==> config.mk <==
export PLATFORM = sky130hd
export DESIGN_NAME = vsc_core
export DESIGN_NICKNAME = d
export VERILOG_FILES = /design/src/core/vsc_pair_cmp.v /design/src/core/vsc_divider.v /design/src/core/vsc_core.v
export VERILOG_INCLUDE_DIRS = /design/src /design/src/core
export SDC_FILE = /design/constraint.sdc
export NUM_CORES = 2
export LEC_CHECK = 0
export ABC_AREA = 1
export BUFFER_PORTS_ARGS = -buffer_cell sky130_fd_sc_hd__buf_2
export CAP_MARGIN = 20
export CORE_MARGIN = 2
export CORE_UTILIZATION = 50
export CTS_CLUSTER_SIZE = 30
export DETAILED_ROUTE_END_ITERATION = 6
export GPL_ROUTABILITY_DRIVEN = 0
export PLACE_DENSITY = 0.68
export SLEW_MARGIN = 20
export SYNTH_ARGS = -nofsm -noshare
export SYNTH_HDL_FRONTEND = slang
export SYNTH_SLANG_ARGS = --single-unit
==> constraint.sdc <==
create_clock -name i_clk_sys -period 38 [get_ports i_clk_sys]
set_input_delay 3.8 -clock i_clk_sys [delete_from_list [all_inputs] [get_ports i_clk_sys]]
set_output_delay 3.8 -clock i_clk_sys [all_outputs]
set_load 0.01 [all_outputs]
==> src/core/vsc_map.vh <==
// Register map, field positions, reset values, codes and timing for the
// synchrocheck block. Definitions only; included by the design files.
`ifndef VSC_MAP_VH
`define VSC_MAP_VH

// ==========================================================
// Register byte offsets
`define VSC_CTRL_OFS      8'h00
`define VSC_LIVE_OFS      8'h04
`define VSC_DEAD_OFS      8'h08
`define VSC_MAXMAG_OFS    8'h0c
`define VSC_MAXANG_OFS    8'h10
`define VSC_MAXFRQ_OFS    8'h14
`define VSC_BKTIME_OFS    8'h18
`define VSC_STAT_OFS      8'h20
`define VSC_MAGD_OFS      8'h24
`define VSC_ANGD_OFS      8'h28
`define VSC_FRQD_OFS      8'h2c
`define VSC_CLOSE_OFS     8'h30
`define VSC_ROT_OFS       8'h34
`define VSC_PLACE_OFS     8'h38
`define VSC_NUM_CFG       7

// ==========================================================
// Control register fields
`define VSC_CTRL_USE      0
`define VSC_CTRL_SS3      1
`define VSC_CTRL_SS4      2
`define VSC_CTRL_VIEW     3
`define VSC_CTRL_REF      5
`define VSC_CTRL_AUTO     6
`define VSC_CTRL_VCOND    8
`define VSC_CTRL_MASK     32'h00000f7f
`define VSC_HALF_MASK     32'h0000ffff

// ==========================================================
// Reset values
`define VSC_CTRL_RST      32'h00000800
`define VSC_LIVE_RST      32'h00001f40
`define VSC_DEAD_RST      32'h00000bb8
`define VSC_MAXMAG_RST    32'h000001f4
`define VSC_MAXANG_RST    32'h000003e8
`define VSC_MAXFRQ_RST    32'h00000064
`define VSC_BKTIME_RST    32'h0000000a

// ==========================================================
// Status codes
`define VSC_CND_BLOCKED   3'h0
`define VSC_CND_OK        3'h1
`define VSC_CND_BYPASS    3'h2
`define VSC_CND_VCOND     3'h3
`define VSC_CND_MAG       3'h4
`define VSC_CND_ANG       3'h5
`define VSC_CND_FRQ       3'h6
`define VSC_CND_IDLE      3'h7
`define VSC_VST_UNDEF     3'h4
`define VSC_VST_NOTMON    3'h5
`define VSC_SW_STILL      2'h0
`define VSC_SW_DEPART     2'h1
`define VSC_SW_ENCL       2'h2

// ==========================================================
// Timing: estimates count in steps of this many microseconds
`define VSC_STEP_US       5000
`define VSC_ROT_NUM       (1000000000 / `VSC_STEP_US)
`define VSC_SAT_STEPS     (360 * 1000000 / `VSC_STEP_US)
`define VSC_FULL_TURN     36000

`endif

==> src/core/vsc_pair_cmp.v <==
// Compares one pair of voltages: differences, limits, live/dead state.
// Purely combinational; the caller registers the results.
`timescale 1ns/10ps
`default_nettype none
`include "vsc_map.vh"

module vsc_pair_cmp
(
	input  wire        i_en,
	input  wire [15:0] i_mag_a,
	input  wire [15:0] i_mag_b,
	input  wire [15:0] i_ang_a,
	input  wire [15:0] i_ang_b,
	input  wire [19:0] i_frq_a,
	input  wire [19:0] i_frq_b,
	input  wire [15:0] i_live_th,
	input  wire [15:0] i_dead_th,
	input  wire [15:0] i_max_mag,
	input  wire [15:0] i_max_ang,
	input  wire [15:0] i_max_frq,
	input  wire [3:0]  i_vcond_mask,
	output wire [16:0] o_mag_diff,
	output wire [16:0] o_ang_diff,
	output wire [20:0] o_frq_diff,
	output wire [2:0]  o_volt_st,
	output wire        o_vcond_ok,
	output wire        o_mag_ok,
	output wire        o_ang_ok,
	output wire        o_frq_ok
);
	wire [16:0] mag_abs;
	wire [16:0] ang_abs;
	wire [20:0] frq_abs;
	wire        live_a;
	wire        live_b;
	wire        def_a;
	wire        def_b;

	// ==========================================================
	// Signed differences
	// magnitude difference
	assign o_mag_diff = {1'b0, i_mag_a} - {1'b0, i_mag_b};
	assign o_ang_diff = {i_ang_a[15], i_ang_a} - {i_ang_b[15], i_ang_b};
	assign o_frq_diff = {1'b0, i_frq_a} - {1'b0, i_frq_b};
	assign mag_abs = o_mag_diff[16] ? (17'h0 - o_mag_diff) : o_mag_diff;
	assign ang_abs = o_ang_diff[16] ? (17'h0 - o_ang_diff) : o_ang_diff;
	assign frq_abs = o_frq_diff[20] ? (21'h0 - o_frq_diff) : o_frq_diff;

	// ==========================================================
	// Limits
	// all three differences within limits
	assign o_mag_ok = i_en & (mag_abs <= {1'b0, i_max_mag});
	assign o_ang_ok = i_en & (ang_abs <= {1'b0, i_max_ang});
	assign o_frq_ok = i_en & (frq_abs <= {5'h00, i_max_frq});

	// ==========================================================
	// Live and dead
	// live above, dead below threshold
	assign live_a = i_mag_a > i_live_th;
	assign live_b = i_mag_b > i_live_th;
	assign def_a  = live_a | (i_mag_a < i_dead_th);
	assign def_b  = live_b | (i_mag_b < i_dead_th);
	assign o_volt_st = !i_en ? `VSC_VST_NOTMON :
		!(def_a & def_b) ? `VSC_VST_UNDEF : {1'b0, live_b, live_a};
	assign o_vcond_ok = i_en & def_a & def_b &
		i_vcond_mask[{live_b, live_a}];
endmodule // vsc_pair_cmp

`default_nettype wire

==> src/core/vsc_divider.v <==
// Serial restoring divider, one quotient bit per clock.
// Division by zero returns all ones, which callers treat as saturation.
`timescale 1ns/10ps
`default_nettype none

module vsc_divider
(
	input  wire        i_clk_sys,
	input  wire        i_sys_rst,
	input  wire        i_start,
	input  wire [39:0] i_num,
	input  wire [39:0] i_den,
	output reg         o_busy,
	output reg         o_done,
	output reg  [39:0] o_quo
);
	reg  [39:0] rem_r;
	reg  [39:0] den_r;
	reg  [5:0]  cnt_r;
	wire [40:0] trial;

	assign trial = {rem_r, o_quo[39]};

	// ==========================================================
	// Shift and subtract
	always @(posedge i_clk_sys or posedge i_sys_rst)
	begin
		if (i_sys_rst)
		begin
			rem_r  <= 40'h0;
			den_r  <= 40'h0;
			cnt_r  <= 6'h0;
			o_quo  <= 40'h0;
			o_busy <= 1'b0;
			o_done <= 1'b0;
		end
		else
		begin
			o_done <= 1'b0;
			if (i_start && !o_busy)
			begin
				rem_r  <= 40'h0;
				den_r  <= i_den;
				o_quo  <= i_num;
				cnt_r  <= 6'd40;
				o_busy <= 1'b1;
			end
			else if (o_busy)
			begin
				if (trial >= {1'b0, den_r})
				begin
					rem_r <= trial[39:0] - den_r;
					o_quo <= {o_quo[38:0], 1'b1};
				end
				else
				begin
					rem_r <= trial[39:0];
					o_quo <= {o_quo[38:0], 1'b0};
				end
				cnt_r <= cnt_r - 6'd1;
				if (cnt_r == 6'd1)
				begin
					o_busy <= 1'b0;
					o_done <= 1'b1;
				end
			end
		end
	end
endmodule // vsc_divider

`default_nettype wire

==> src/core/vsc_core.v <==
// Synchrocheck core: Wishbone classic slave, stage selection, checks,
// blocking and synchroswitching estimates.
// Assumes one measurement strobe per program cycle, synchronous inputs.
//
// Overview of operation
// - Synchronized only when all differences within limits
// - Live/dead from live and dead thresholds
// - Selected live/dead combination also required
// - Four channel fundamentals on fixed time base
// - Report condition status code
// - Report two-sided voltage status
// - Report signed magnitude difference, 0.01 percent
// - Report signed angle difference, 0.01 degree
// - Report signed frequency difference, 0.001 hertz
// - Switching status still, departing or enclosing
// - Estimated time to breaker close
// - Estimated full network rotation time
// - Present placement angle, 0.001 degree
// - Blocking input sampled each program cycle
// - Sync ok when synchronized and unblocked
// - Blocked instead when blocking precedes sync
// - Sync ok drops when blocking follows
// - Automatic close command with synchroswitching
// - Stage availability follows channel modes
`timescale 1ns/10ps
`default_nettype none
`include "vsc_map.vh"

module vsc_core
(
	input  wire        i_clk_sys,
	input  wire        i_sys_rst,
	input  wire        i_wb_cyc,
	input  wire        i_wb_stb,
	input  wire        i_wb_we,
	input  wire [7:0]  i_wb_adr,
	input  wire [3:0]  i_wb_sel,
	input  wire [31:0] i_wb_dat,
	output reg  [31:0] o_wb_dat,
	output reg         o_wb_ack,
	input  wire        i_meas_tick,
	input  wire [15:0] i_channel_one_fundamental,
	input  wire [15:0] i_channel_two_fundamental,
	input  wire [15:0] i_channel_three_fundamental,
	input  wire [15:0] i_channel_four_fundamental,
	input  wire [15:0] i_ch1_ang,
	input  wire [15:0] i_ch2_ang,
	input  wire [15:0] i_ch3_ang,
	input  wire [15:0] i_ch4_ang,
	input  wire [19:0] i_ch1_frq,
	input  wire [19:0] i_ch2_frq,
	input  wire [19:0] i_ch3_frq,
	input  wire [19:0] i_ch4_frq,
	input  wire        i_block,
	output reg         o_sync_ok_output,
	output reg         o_blocked,
	output reg         o_close_cmd
);
	localparam [2:0] ST_IDLE = 3'b001;
	localparam [2:0] ST_ROT  = 3'b010;
	localparam [2:0] ST_CLS  = 3'b100;
	localparam [39:0] ROT_NUM   = `VSC_ROT_NUM;
	localparam [39:0] FULL_TURN = `VSC_FULL_TURN;
	localparam [39:0] SAT_STEPS = `VSC_SAT_STEPS;
	localparam [16:0] TURN17    = `VSC_FULL_TURN;

	// ==========================================================
	// Configuration storage
	reg  [31:0] cfg_r [0:`VSC_NUM_CFG-1];
	wire [31:0] ctrl = cfg_r[0] & `VSC_CTRL_MASK;
	wire [31:0] byte_mask;
	wire [2:0]  cfg_idx = i_wb_adr[4:2];
	wire        cfg_hit = (i_wb_adr[7:5] == 3'h0) && (cfg_idx != 3'h7);
	wire        wb_req  = i_wb_cyc & i_wb_stb & ~o_wb_ack;

	genvar j;
	generate
		for (j = 0; j < 4; j = j + 1)
		begin : g_lane
			assign byte_mask[8*j+7:8*j] = {8{i_wb_sel[j]}};
		end
	endgenerate

	always @(posedge i_clk_sys or posedge i_sys_rst)
	begin
		if (i_sys_rst)
		begin
			cfg_r[0] <= `VSC_CTRL_RST;
			cfg_r[1] <= `VSC_LIVE_RST;
			cfg_r[2] <= `VSC_DEAD_RST;
			cfg_r[3] <= `VSC_MAXMAG_RST;
			cfg_r[4] <= `VSC_MAXANG_RST;
			cfg_r[5] <= `VSC_MAXFRQ_RST;
			cfg_r[6] <= `VSC_BKTIME_RST;
		end
		else if (wb_req && i_wb_we && cfg_hit)
		begin
			cfg_r[cfg_idx] <= (cfg_r[cfg_idx] & ~byte_mask) |
				(i_wb_dat & byte_mask);
		end
	end

	wire        use_stage = ctrl[`VSC_CTRL_USE];
	wire        ss3       = ctrl[`VSC_CTRL_SS3];
	wire        ss4       = ctrl[`VSC_CTRL_SS4];
	wire [1:0]  view      = ctrl[`VSC_CTRL_VIEW+1:`VSC_CTRL_VIEW];
	wire        auto_close_switching = ctrl[`VSC_CTRL_AUTO];
	wire [3:0]  voltage_condition_select =
		ctrl[`VSC_CTRL_VCOND+3:`VSC_CTRL_VCOND];
	wire [15:0] bk_time = cfg_r[6][15:0];

	// ==========================================================
	// Stage selection
	// one reference serves stages one and two
	wire        use_ch2 = ctrl[`VSC_CTRL_REF];
	wire [15:0] ref_mag = use_ch2 ? i_channel_two_fundamental :
		i_channel_one_fundamental;
	wire [15:0] ref_ang = use_ch2 ? i_ch2_ang : i_ch1_ang;
	wire [19:0] ref_frq = use_ch2 ? i_ch2_frq : i_ch1_frq;
	reg         en;
	reg  [15:0] a_mag;
	reg  [15:0] b_mag;
	reg  [15:0] a_ang;
	reg  [15:0] b_ang;
	reg  [19:0] a_frq;
	reg  [19:0] b_frq;
	reg         a_is4;

	always @*
	begin
		a_is4 = 1'b0;
		en    = 1'b0;
		b_mag = ref_mag;
		b_ang = ref_ang;
		b_frq = ref_frq;
		if (ss3 && ss4)
		begin
			en    = use_stage && (view != 2'd0);
			a_is4 = (view == 2'd2);
			if (view == 2'd3)
			begin
				b_mag = i_channel_four_fundamental;
				b_ang = i_ch4_ang;
				b_frq = i_ch4_frq;
			end
		end
		else if (ss3 || ss4)
		begin
			en    = use_stage && (view == 2'd1);
			a_is4 = ss4;
		end
		a_mag = a_is4 ? i_channel_four_fundamental :
			i_channel_three_fundamental;
		a_ang = a_is4 ? i_ch4_ang : i_ch3_ang;
		a_frq = a_is4 ? i_ch4_frq : i_ch3_frq;
	end

	wire [16:0] mag_d;
	wire [16:0] ang_d;
	wire [20:0] frq_d;
	wire [2:0]  vst;
	wire        vc_ok;
	wire        m_ok;
	wire        a_ok;
	wire        f_ok;

	vsc_pair_cmp u_cmp
	(
		.i_en         (en),
		.i_mag_a      (a_mag),
		.i_mag_b      (b_mag),
		.i_ang_a      (a_ang),
		.i_ang_b      (b_ang),
		.i_frq_a      (a_frq),
		.i_frq_b      (b_frq),
		.i_live_th    (cfg_r[1][15:0]),
		.i_dead_th    (cfg_r[2][15:0]),
		.i_max_mag    (cfg_r[3][15:0]),
		.i_max_ang    (cfg_r[4][15:0]),
		.i_max_frq    (cfg_r[5][15:0]),
		.i_vcond_mask (voltage_condition_select),
		.o_mag_diff   (mag_d),
		.o_ang_diff   (ang_d),
		.o_frq_diff   (frq_d),
		.o_volt_st    (vst),
		.o_vcond_ok   (vc_ok),
		.o_mag_ok     (m_ok),
		.o_ang_ok     (a_ok),
		.o_frq_ok     (f_ok)
	);

	// ==========================================================
	// Measurement capture, once per program cycle
	reg  [16:0] mag_r;
	reg  [16:0] ang_r;
	reg  [20:0] frq_r;
	reg  [2:0]  vst_r;
	reg  [4:0]  flag_r;
	reg         block_r;
	reg         tick_d_r;
	reg         hold_r;
	reg  [2:0]  cond_r;

	always @(posedge i_clk_sys or posedge i_sys_rst)
	begin
		if (i_sys_rst)
		begin
			mag_r    <= 17'h0;
			ang_r    <= 17'h0;
			frq_r    <= 21'h0;
			vst_r    <= `VSC_VST_NOTMON;
			flag_r   <= 5'h0;
			block_r  <= 1'b0;
			tick_d_r <= 1'b0;
		end
		else
		begin
			tick_d_r <= i_meas_tick;
			if (i_meas_tick)
			begin
				mag_r   <= mag_d;
				ang_r   <= ang_d;
				frq_r   <= frq_d;
				vst_r   <= vst;
				flag_r  <= {en, vc_ok, m_ok, a_ok, f_ok};
				block_r <= i_block;
			end
		end
	end

	wire sync_sat = &flag_r;

	// ==========================================================
	// Sync ok and blocking
	always @(posedge i_clk_sys or posedge i_sys_rst)
	begin
		if (i_sys_rst)
		begin
			o_sync_ok_output <= 1'b0;
			o_blocked        <= 1'b0;
			hold_r           <= 1'b0;
			cond_r           <= `VSC_CND_IDLE;
		end
		else if (tick_d_r)
		begin
			if (!sync_sat)
			begin
				o_sync_ok_output <= 1'b0;
				o_blocked        <= 1'b0;
				hold_r           <= 1'b0;
			end
			else if (!o_blocked)
			begin
				if (block_r)
				begin
					o_sync_ok_output <= 1'b0;
					hold_r <= hold_r | o_sync_ok_output;
					o_blocked <= ~o_sync_ok_output & ~hold_r;
				end
				else
				begin
					o_sync_ok_output <= 1'b1;
				end
			end
			// condition status by first failing check
			if (sync_sat && (o_blocked || (block_r &&
				!o_sync_ok_output && !hold_r)))
				cond_r <= `VSC_CND_BLOCKED;
			else if (sync_sat && !block_r)
				cond_r <= `VSC_CND_OK;
			else if (!flag_r[4])
				cond_r <= `VSC_CND_BYPASS;
			else if (!flag_r[3])
				cond_r <= `VSC_CND_IDLE;
			else if (!flag_r[2])
				cond_r <= `VSC_CND_VCOND;
			else if (!flag_r[1])
				cond_r <= `VSC_CND_MAG;
			else if (!flag_r[0])
				cond_r <= `VSC_CND_ANG;
			else
				cond_r <= `VSC_CND_FRQ;
		end
	end

	// ==========================================================
	// Synchroswitching estimates
	wire [16:0] ang_abs = ang_r[16] ? (17'h0 - ang_r) : ang_r;
	wire        frq_zero = (frq_r == 21'h0);
	wire [1:0]  sw_now = frq_zero ? `VSC_SW_STILL :
		((ang_r != 17'h0) && (ang_r[16] != frq_r[20])) ?
		`VSC_SW_ENCL : `VSC_SW_DEPART;
	wire [16:0] rem_ang = (sw_now == `VSC_SW_ENCL) ? ang_abs :
		(TURN17 - ang_abs);
	wire [20:0] frq_abs = frq_r[20] ? (21'h0 - frq_r) : frq_r;

	reg  [2:0]  fsm_r;
	reg         div_go_r;
	reg  [39:0] div_num_r;
	reg  [39:0] div_den_r;
	reg  [16:0] rot_r;
	reg  [16:0] close_r;
	reg  [1:0]  sw_r;
	wire        div_busy;
	wire        div_done;
	wire [39:0] div_quo;
	wire [16:0] quo_sat = (div_quo > SAT_STEPS) ? SAT_STEPS[16:0] :
		div_quo[16:0];
	// Full width product; a self-sized product would wrap at 17 bits
	wire [33:0] rot_prod = quo_sat * rem_ang;

	vsc_divider u_div
	(
		.i_clk_sys (i_clk_sys),
		.i_sys_rst (i_sys_rst),
		.i_start   (div_go_r),
		.i_num     (div_num_r),
		.i_den     (div_den_r),
		.o_busy    (div_busy),
		.o_done    (div_done),
		.o_quo     (div_quo)
	);

	always @(posedge i_clk_sys or posedge i_sys_rst)
	begin
		if (i_sys_rst)
		begin
			fsm_r       <= ST_IDLE;
			div_go_r    <= 1'b0;
			div_num_r   <= 40'h0;
			div_den_r   <= 40'h0;
			rot_r       <= 17'h0;
			close_r     <= 17'h0;
			sw_r        <= `VSC_SW_STILL;
			o_close_cmd <= 1'b0;
		end
		else
		begin
			div_go_r    <= 1'b0;
			o_close_cmd <= 1'b0;
			case (fsm_r)
			ST_IDLE:
				// A tick during a running estimate is skipped
				if (tick_d_r)
				begin
					sw_r      <= auto_close_switching ? sw_now :
						`VSC_SW_STILL;
					div_num_r <= ROT_NUM;
					div_den_r <= {19'h0, frq_abs};
					div_go_r  <= 1'b1;
					fsm_r     <= ST_ROT;
				end
			ST_ROT:
				if (div_done)
				begin
					rot_r     <= quo_sat;
					div_num_r <= {6'h0, rot_prod};
					div_den_r <= FULL_TURN;
					div_go_r  <= 1'b1;
					fsm_r     <= ST_CLS;
				end
			ST_CLS:
				if (div_done)
				begin
					close_r <= (quo_sat > {1'b0, bk_time}) ?
						(quo_sat - {1'b0, bk_time}) : 17'h0;
					o_close_cmd <= auto_close_switching &
						o_sync_ok_output &
						(sw_r == `VSC_SW_ENCL) &
						(quo_sat <= {1'b0, bk_time});
					fsm_r <= ST_IDLE;
				end
			default:
				fsm_r <= ST_IDLE;
			endcase
		end
	end

	wire [20:0] ang_x = {{4{ang_r[16]}}, ang_r};
	wire [20:0] place = {ang_x[17:0], 3'h0} + {ang_x[19:0], 1'h0};

	// ==========================================================
	// Wishbone read data and acknowledge, one wait state
	reg [31:0] rd_mux;

	always @*
	begin
		rd_mux = 32'h0;
		case ({i_wb_adr[7:2], 2'b00})
		`VSC_CTRL_OFS:   rd_mux = ctrl;
		`VSC_LIVE_OFS:   rd_mux = cfg_r[1] & `VSC_HALF_MASK;
		`VSC_DEAD_OFS:   rd_mux = cfg_r[2] & `VSC_HALF_MASK;
		`VSC_MAXMAG_OFS: rd_mux = cfg_r[3] & `VSC_HALF_MASK;
		`VSC_MAXANG_OFS: rd_mux = cfg_r[4] & `VSC_HALF_MASK;
		`VSC_MAXFRQ_OFS: rd_mux = cfg_r[5] & `VSC_HALF_MASK;
		`VSC_BKTIME_OFS: rd_mux = cfg_r[6] & `VSC_HALF_MASK;
		`VSC_STAT_OFS:   rd_mux = {15'h0, div_busy, 2'h0, sw_r,
			2'h0, o_blocked, o_sync_ok_output, 1'b0, vst_r,
			1'b0, cond_r};
		`VSC_MAGD_OFS:   rd_mux = {{15{mag_r[16]}}, mag_r};
		`VSC_ANGD_OFS:   rd_mux = {{15{ang_r[16]}}, ang_r};
		`VSC_FRQD_OFS:   rd_mux = {{11{frq_r[20]}}, frq_r};
		`VSC_CLOSE_OFS:  rd_mux = {15'h0, close_r};
		`VSC_ROT_OFS:    rd_mux = {15'h0, rot_r};
		`VSC_PLACE_OFS:  rd_mux = {{11{place[20]}}, place};
		default:         rd_mux = 32'h0;
		endcase
	end

	always @(posedge i_clk_sys or posedge i_sys_rst)
	begin
		if (i_sys_rst)
		begin
			o_wb_ack <= 1'b0;
			o_wb_dat <= 32'h0;
		end
		else
		begin
			o_wb_ack <= wb_req;
			if (wb_req && !i_wb_we)
				o_wb_dat <= rd_mux;
		end
	end
endmodule // vsc_core

`default_nettype wire

---- Word-level counts from Yosys, hierarchy flattened ----
Index checks and enable logic that the tools add are counted.
cells by class
  $add $sub $neg .......................... 13
  multipliers ............................. 1
  divide/modulo/power cells ............... 0
  $lt $le $gt $ge ......................... 14
  equal/unequal tests ..................... 29
  shift-type cells ........................ 0
  muxes and demuxes ....................... 83
  bitwise operators ....................... 24
  reductions and logical operators ........ 36
operators with widths
  kind                                                                               number
  32-bit case mux with 14 select lines                                               1
  40-bit 2-to-1 mux                                                                  9
  224-bit bitwise mux                                                                1
  40-bit case mux with 2 select lines                                                2
  16-bit 2-to-1 mux                                                                  8
  17-bit 2-to-1 mux                                                                  6
  32-bit binary-select mux with 3-bit select                                         1
  32-bit demux with 3-bit select                                                     1
  32-bit 2-to-1 mux                                                                  3
  20-bit 2-to-1 mux                                                                  4
  32-bit bitwise AND                                                                 2
  17-bit by 16-bit less-or-equal comparator with 1-bit output                        3
  1-bit by 17-bit subtractor with 17-bit output, first input constant                3
  6-bit by 4-bit equality test with 1-bit output, second input constant              7
  21-bit 2-to-1 mux                                                                  2
  1-bit by 21-bit subtractor with 21-bit output, first input constant                2
  41-bit by 40-bit greater-or-equal comparator with 1-bit output                     1
  40-bit by 17-bit greater-than comparator with 1-bit output, second input constant  1
  40-bit subtractor                                                                  1
  17-bit by 17-bit multiplier with 34-bit output                                     1
  16-bit by 16-bit subtractor with 17-bit output                                     2
  16-bit greater-than comparator                                                     2
  16-bit < comparator                                                                2
  32-bit inverter                                                                    1
  45 further kinds                                                                   134
word-level totals
  bits in registers ....................... 577
  bits in latches ......................... 0
  memory bits (writable) .................. 0
  bits in read-only memories .............. 0
  bits of input ports ..................... 259
  logic and storage cells ................. 234
  memories kept ........................... 0

---- Logic depth before layout (Yosys ltp) ----
  depth after elaboration ................. 9
  depth in mapped cells ................... 42

---- Cells and area by module ----
A second synthesis with hierarchy kept.
unflattened totals
  cells, all modules ...................... 6255
  area total of the unflattened synthesis .. 44203.6 µm²
by module, submodules not included
  module        times used  cells each  area each (µm²)  seq. area each (µm²)
  vsc_core      1           3715        28349.7          7578.5
  vsc_divider   1           1346        8913.5           3203.1
  vsc_pair_cmp  1           1194        6940.4           0.0

---- Worst setup path before layout ----
OpenSTA, ideal clock, no wires.
  kind .................................... register -> register
  start ................................... reg ang_r[0]
  end ..................................... reg div_num_r[27]
  setup time .............................. 0.083 ns
  arrival time ............................ 7.062 ns
  required time ........................... 37.917 ns
  slack ................................... 30.856 ns
  stages on the path, launching flop included .. 37
  period minus slack after synthesis ...... 7.144 ns
  path through ............................ dfrtp_1 -> buf_6 -> clkinv_4 -> ha_1 -> nor2_2 -> xor2_2 -> nand3_1 -> nor3_4 -> nand2_1 -> o21ai_2 -> nand2_1 -> xor2_2 -> buf_2 -> nand2_1 -> fa_1 -> inv_1 -> fa_1 -> inv_1 -> fa_1 -> inv_1 -> fa_1 -> inv_1 -> fa_1 -> inv_1 -> fa_1 -> ha_1 -> inv_1 -> o21ai_0 -> a31oi_1 -> nand3_1 -> a21boi_0 -> o21ai_0 -> nand2_1 -> nand2_1 -> nand2_1 -> nand2_1 -> o21ai_0
on the way
  word-level cells in the longest chain between the ends .. 9
ends and longest elaborated chain
  element                                                                                                RTL line        text
  start, declared                                                                                        vsc_core.v:195  reg [16:0] ang_r;
  start signal, assigned                                                                                 vsc_core.v:222  ang_r <= ang_d;
  parallel branches: the longest is 5 deep, another holds 1-bit by 17-bit subtractor with 17-bit output  n/a
  17-bit 2-to-1 mux *                                                                                    vsc_core.v:293  wire [16:0] rem_ang = (sw_now == `VSC_SW_ENCL) ? ang_abs :
  17-bit by 17-bit multiplier with 34-bit output *                                                       vsc_core.v:310  wire [33:0] rot_prod = quo_sat * rem_ang;
  40-bit 2-to-1 mux *                                                                                    vsc_core.v:354  if (div_done)
  40-bit case mux with 2 select lines *                                                                  vsc_core.v:341  case (fsm_r)
  end signal, assigned                                                                                   vsc_core.v:357  div_num_r <= {6'h0, rot_prod};
  end, declared                                                                                          vsc_core.v:299  reg [39:0] div_num_r;
Every way passes the cells marked *. The select of a mux whose other input is x is not followed.
A chain may end at the register's enable or synchronous reset.

---- Worst setup path after layout ----
  start ................................... reg u_div.o_quo[26]
  end ..................................... reg div_num_r[27]
on the way
  word-level cells in the longest chain between the ends .. 5
ends and longest elaborated chain
  element                                                     RTL line          text
  start, declared                                             vsc_divider.v:15  output reg [39:0] o_quo
  start signal, assigned                                      vsc_divider.v:44  o_quo <= i_num;
  start signal, assigned                                      vsc_divider.v:53  o_quo <= {o_quo[38:0], 1'b1};
  start signal, assigned                                      vsc_divider.v:58  o_quo <= {o_quo[38:0], 1'b0};
  40-bit by 17-bit greater-than comparator with 1-bit output  vsc_core.v:307    wire [16:0] quo_sat = (div_quo > SAT_STEPS) ? SAT_STEPS[16:0] :
  17-bit 2-to-1 mux                                           vsc_core.v:307
  17-bit by 17-bit multiplier with 34-bit output              vsc_core.v:310
  40-bit 2-to-1 mux                                           vsc_core.v:354
  40-bit case mux with 2 select lines                         vsc_core.v:341
Every way passes these cells. The select of a mux whose other input is x is not followed.

==> flow_summary.json <==
{
  "status": "complete, no violations",
  "reg2reg_to": "div_num_r[27]",
  "min_path_type": "flip-flop to flip-flop",
  "path_delay_family": "adder cells",
  "synth.distinct_cells": 78,
  "cap_violations": 0,
  "dr.pass1.iters": 6,
  "clk_pin_slew_ns": 0.06,
  "worst_ep_required_time_ns": 38.51,
  "netlist.area_leader.share": 0.225,
  "cts.sinks": 410,
  "fin_setup_tns_ns": 0,
  "holdPathEnd": "u_div.den_r[13]",
  "drt_iter0_drc": 3970,
  "worst_skew_pair.late_latency_ns": 0.60,
  "finalCriticalPeriod_ns": 9.13,
  "syn_inst": 5720,
  "die-area_um2": 85200,
  "worst-path-buf-inv": 9,
  "io_pins": 295,
  "hold_depth": 2,
  "grt_max_degree": 178,
  "met1_usage": 0.423,
  "finalCritPeriodShare": 0.240,
  "grt_pass1_wl_mm": 217,
  "max_freq_ghz": 0.109,
  "setup-violations-final": 0,
  "n_fill_cell": 7962,
  "grt_use_met2": 0.510,
  "wire_per_inst_um": 19.7,
  "placed_area_um2": 43700,
  "gr-total-overflow": 0,
  "portBuffers": 274,
  "holdBufCountCts": 0,
  "crit_path_max_incr_delay_ns": 0.72,
  "cp_slowest_cell": "inv_1",
  "area.growth.synth_to_final_pct": 9.15,
  "fin_area_um2": 45200,
  "multiInputGateArea_um2": 26700,
  "hold_viol_final": 0,
  "drc_errors": 0,
  "synthArstFlopShare": 1.00,
  "ff2ff_setup_slack_ns": 28.87,
  "rows": 105,
  "ys_ff_latch": 410,
  "synthFlopType": "dfrtp_1",
  "coreArea_um2": 82100,
  "startpoint_type": "flip-flop",
  "worst_slew_pin_slew_ns": 1.08,
  "grt_usage": 0.324,
  "timing_worst_setup_path_type": "flip-flop to flip-flop",
  "synth_top_area_cell": "dfrtp_1",
  "synth_edf_count": 0,
  "routed_via_density": 5.70,
  "grt_pass1_vias": 38600,
  "syn-num-nets": 6540,
  "postRouteAntennaNets": 0,
  "ys_seq_area_frac": 0.249,
  "cts_resized": 0,
  "worstHoldStart": "div_den_r[13]",
  "holdWs_ns": 0.473,
  "cts_max_level": 2,
  "maxSlewViolCount": 0,
  "grtUsageMet3": 0.0576,
  "critPathCaptureType": "flip-flop",
  "syn_area_um2": 41400,
  "cts_buffer_depth": 3,
  "postCtsSetupBuffers": 0,
  "initial_utilization": 0.505,
  "ys_top_cells_by_area": "dfrtp_1 (23%), nand2_1 (14%), fa_1 (11%)",
  "rsz0062_at_grt": "no",
  "antenna_found_initial": 4,
  "wl_mm": 138,
  "grt_busiest_layer": "met2",
  "tritoncts": "built",
  "drive_above_1_share": 0.104,
  "via_count": 39900,
  "crit_fanout": 15,
  "register_area_um2": 10300,
  "finClkSkew_ns": 0.0289,
  "root_buffer": "clkbuf_16",
  "rr_startpoint": "u_div.o_quo[26]",
  "cp.arrival_ns": 9.64,
  "nets": 6720,
  "cts_made_buffers": 46,
  "dpl.hpwl_mm": 108,
  "yosys_warnings": 0,
  "die_x_um": 292,
  "relSlewSlack": 0.279,
  "synth_area_per_cell_um2": 7.25,
  "r2r_cells": 33,
  "die_h_um": 292
}
## cells in the final DEF, fill, tap and decap left out, types with 24 or more instances in the layout
cell and instances:
nand2_1 1493, inv_1 904, o21ai_0 481, dfrtp_1 372, nor2_1 364, ha_1 331
a21oi_1 303, buf_2 274, nand3_1 244, fa_1 230, xor2_1 89, o22ai_1 74
nand4_1 70, mux2_2 49, buf_4 48, clkbuf_16 46, nor3_1 40, dfstp_2 37
xnor2_1 33, a221oi_1 28, inv_2 25, nand2_2 24
## how the worst max path moves through the flow
stage,start,to,slack (ns),cells past startpoint
floorplan,i_sys_rst,ang_r[0],22.85,1
global placement,u_div.o_quo[26],div_num_r[24],29.13,31
detailed placement,u_div.o_quo[26],div_num_r[27],29.06,33
CTS,u_div.o_quo[26],div_num_r[27],29.02,33
global route,u_div.o_quo[35],div_num_r[30],28.45,30
finish,u_div.o_quo[26],div_num_r[27],28.87,33
## worst register-to-register path: cells and delay by family, from the launching register on
family	cells	cell delay (ns)
adder cells (fa/ha/maj)	7	3.46
AND/OR/NAND/NOR	12	2.49
flip-flops	1	0.38
AO/OA/AOI/OAI	5	1.02
buffers and inverters	9	1.71
## kinds of logic after synthesis
logic type,after synthesis,synth area share
adders and majority gates,561,0.211
and+or+nand+nor,2339,0.237
muxes,51,0.0138
buffers and inverters,1133,0.107
AOI/OAI and AO/OA,1092,0.151
xor gates and xnor gates,134,0.0313
DFF,410,0.249
## state kept, by name (all words and copies together), names as in the netlist, 2 cells and up
register / count
ang_r: 17
bk_time: 16
cfg_r: 95
close_r: 17
cond_r: 3
div_den_r: 21
div_num_r: 34
flag_r: 5
frq_r: 21
fsm_r: 3
mag_r: 17
o_wb_dat: 21
rot_r: 17
sw_r: 2
u_div.cnt_r: 6
u_div.den_r: 21
u_div.o_quo: 40
u_div.rem_r: 40
vst_r: 3
## layout make-up
class | count | area share
Multi-Input combinational cell | 4177 | 0.591
Clock buffer | 65 | 0.0286
Timing Repair Buffer | 323 | 0.0387
Tap cell | 1070 | 0.0296
Clock inverter | 21 | 0.00573
Antenna cell | 3 | 0.000166
Inverter | 942 | 0.0785
Sequential cell | 410 | 0.228
## synthesized netlist by cell type, drive strengths merged (37+ instances only)
| cell | count |
|---|---|
| o22ai | 74 |
| xor2 | 101 |
| nand4 | 72 |
| mux2 | 49 |
| clkbuf | 125 |
| inv | 930 |
| nand2 | 1524 |
| fa | 230 |
| o21ai | 490 |
| nor3 | 44 |
| ha | 331 |
| buf | 66 |
| a21oi | 303 |
| nand3 | 252 |
| nor2 | 395 |
| dfrtp | 373 |
| dfstp | 37 |
## layer usage
layer / up-vias / wire length (µm)
li1: 18900 / -
met1: 18700 / 56400
met2: 1906 / 61000
met3: 409 / 12400
met4: 2 / 8570
met5: - / 14
## through the flow
| stage | std cells | utilization | setup WS [ns] |
|---|---|---|---|
| 3_3_place_gp | 6922 | 0.532 | 29.13 |
| 3_5_place_dp | 6922 | 0.532 | 29.06 |
| 6_report | 7011 | 0.551 | 28.87 |
| 4_1_cts | 7008 | 0.551 | 29.02 |
| 2_1_floorplan | 5720 | - | 22.85 |
| 5_1_grt | 7011 | 0.551 | 28.45 |
Power is left out: the tool's default activity adds up to more than one toggle a clock period on the data nets, which glitch-free logic cannot reach.
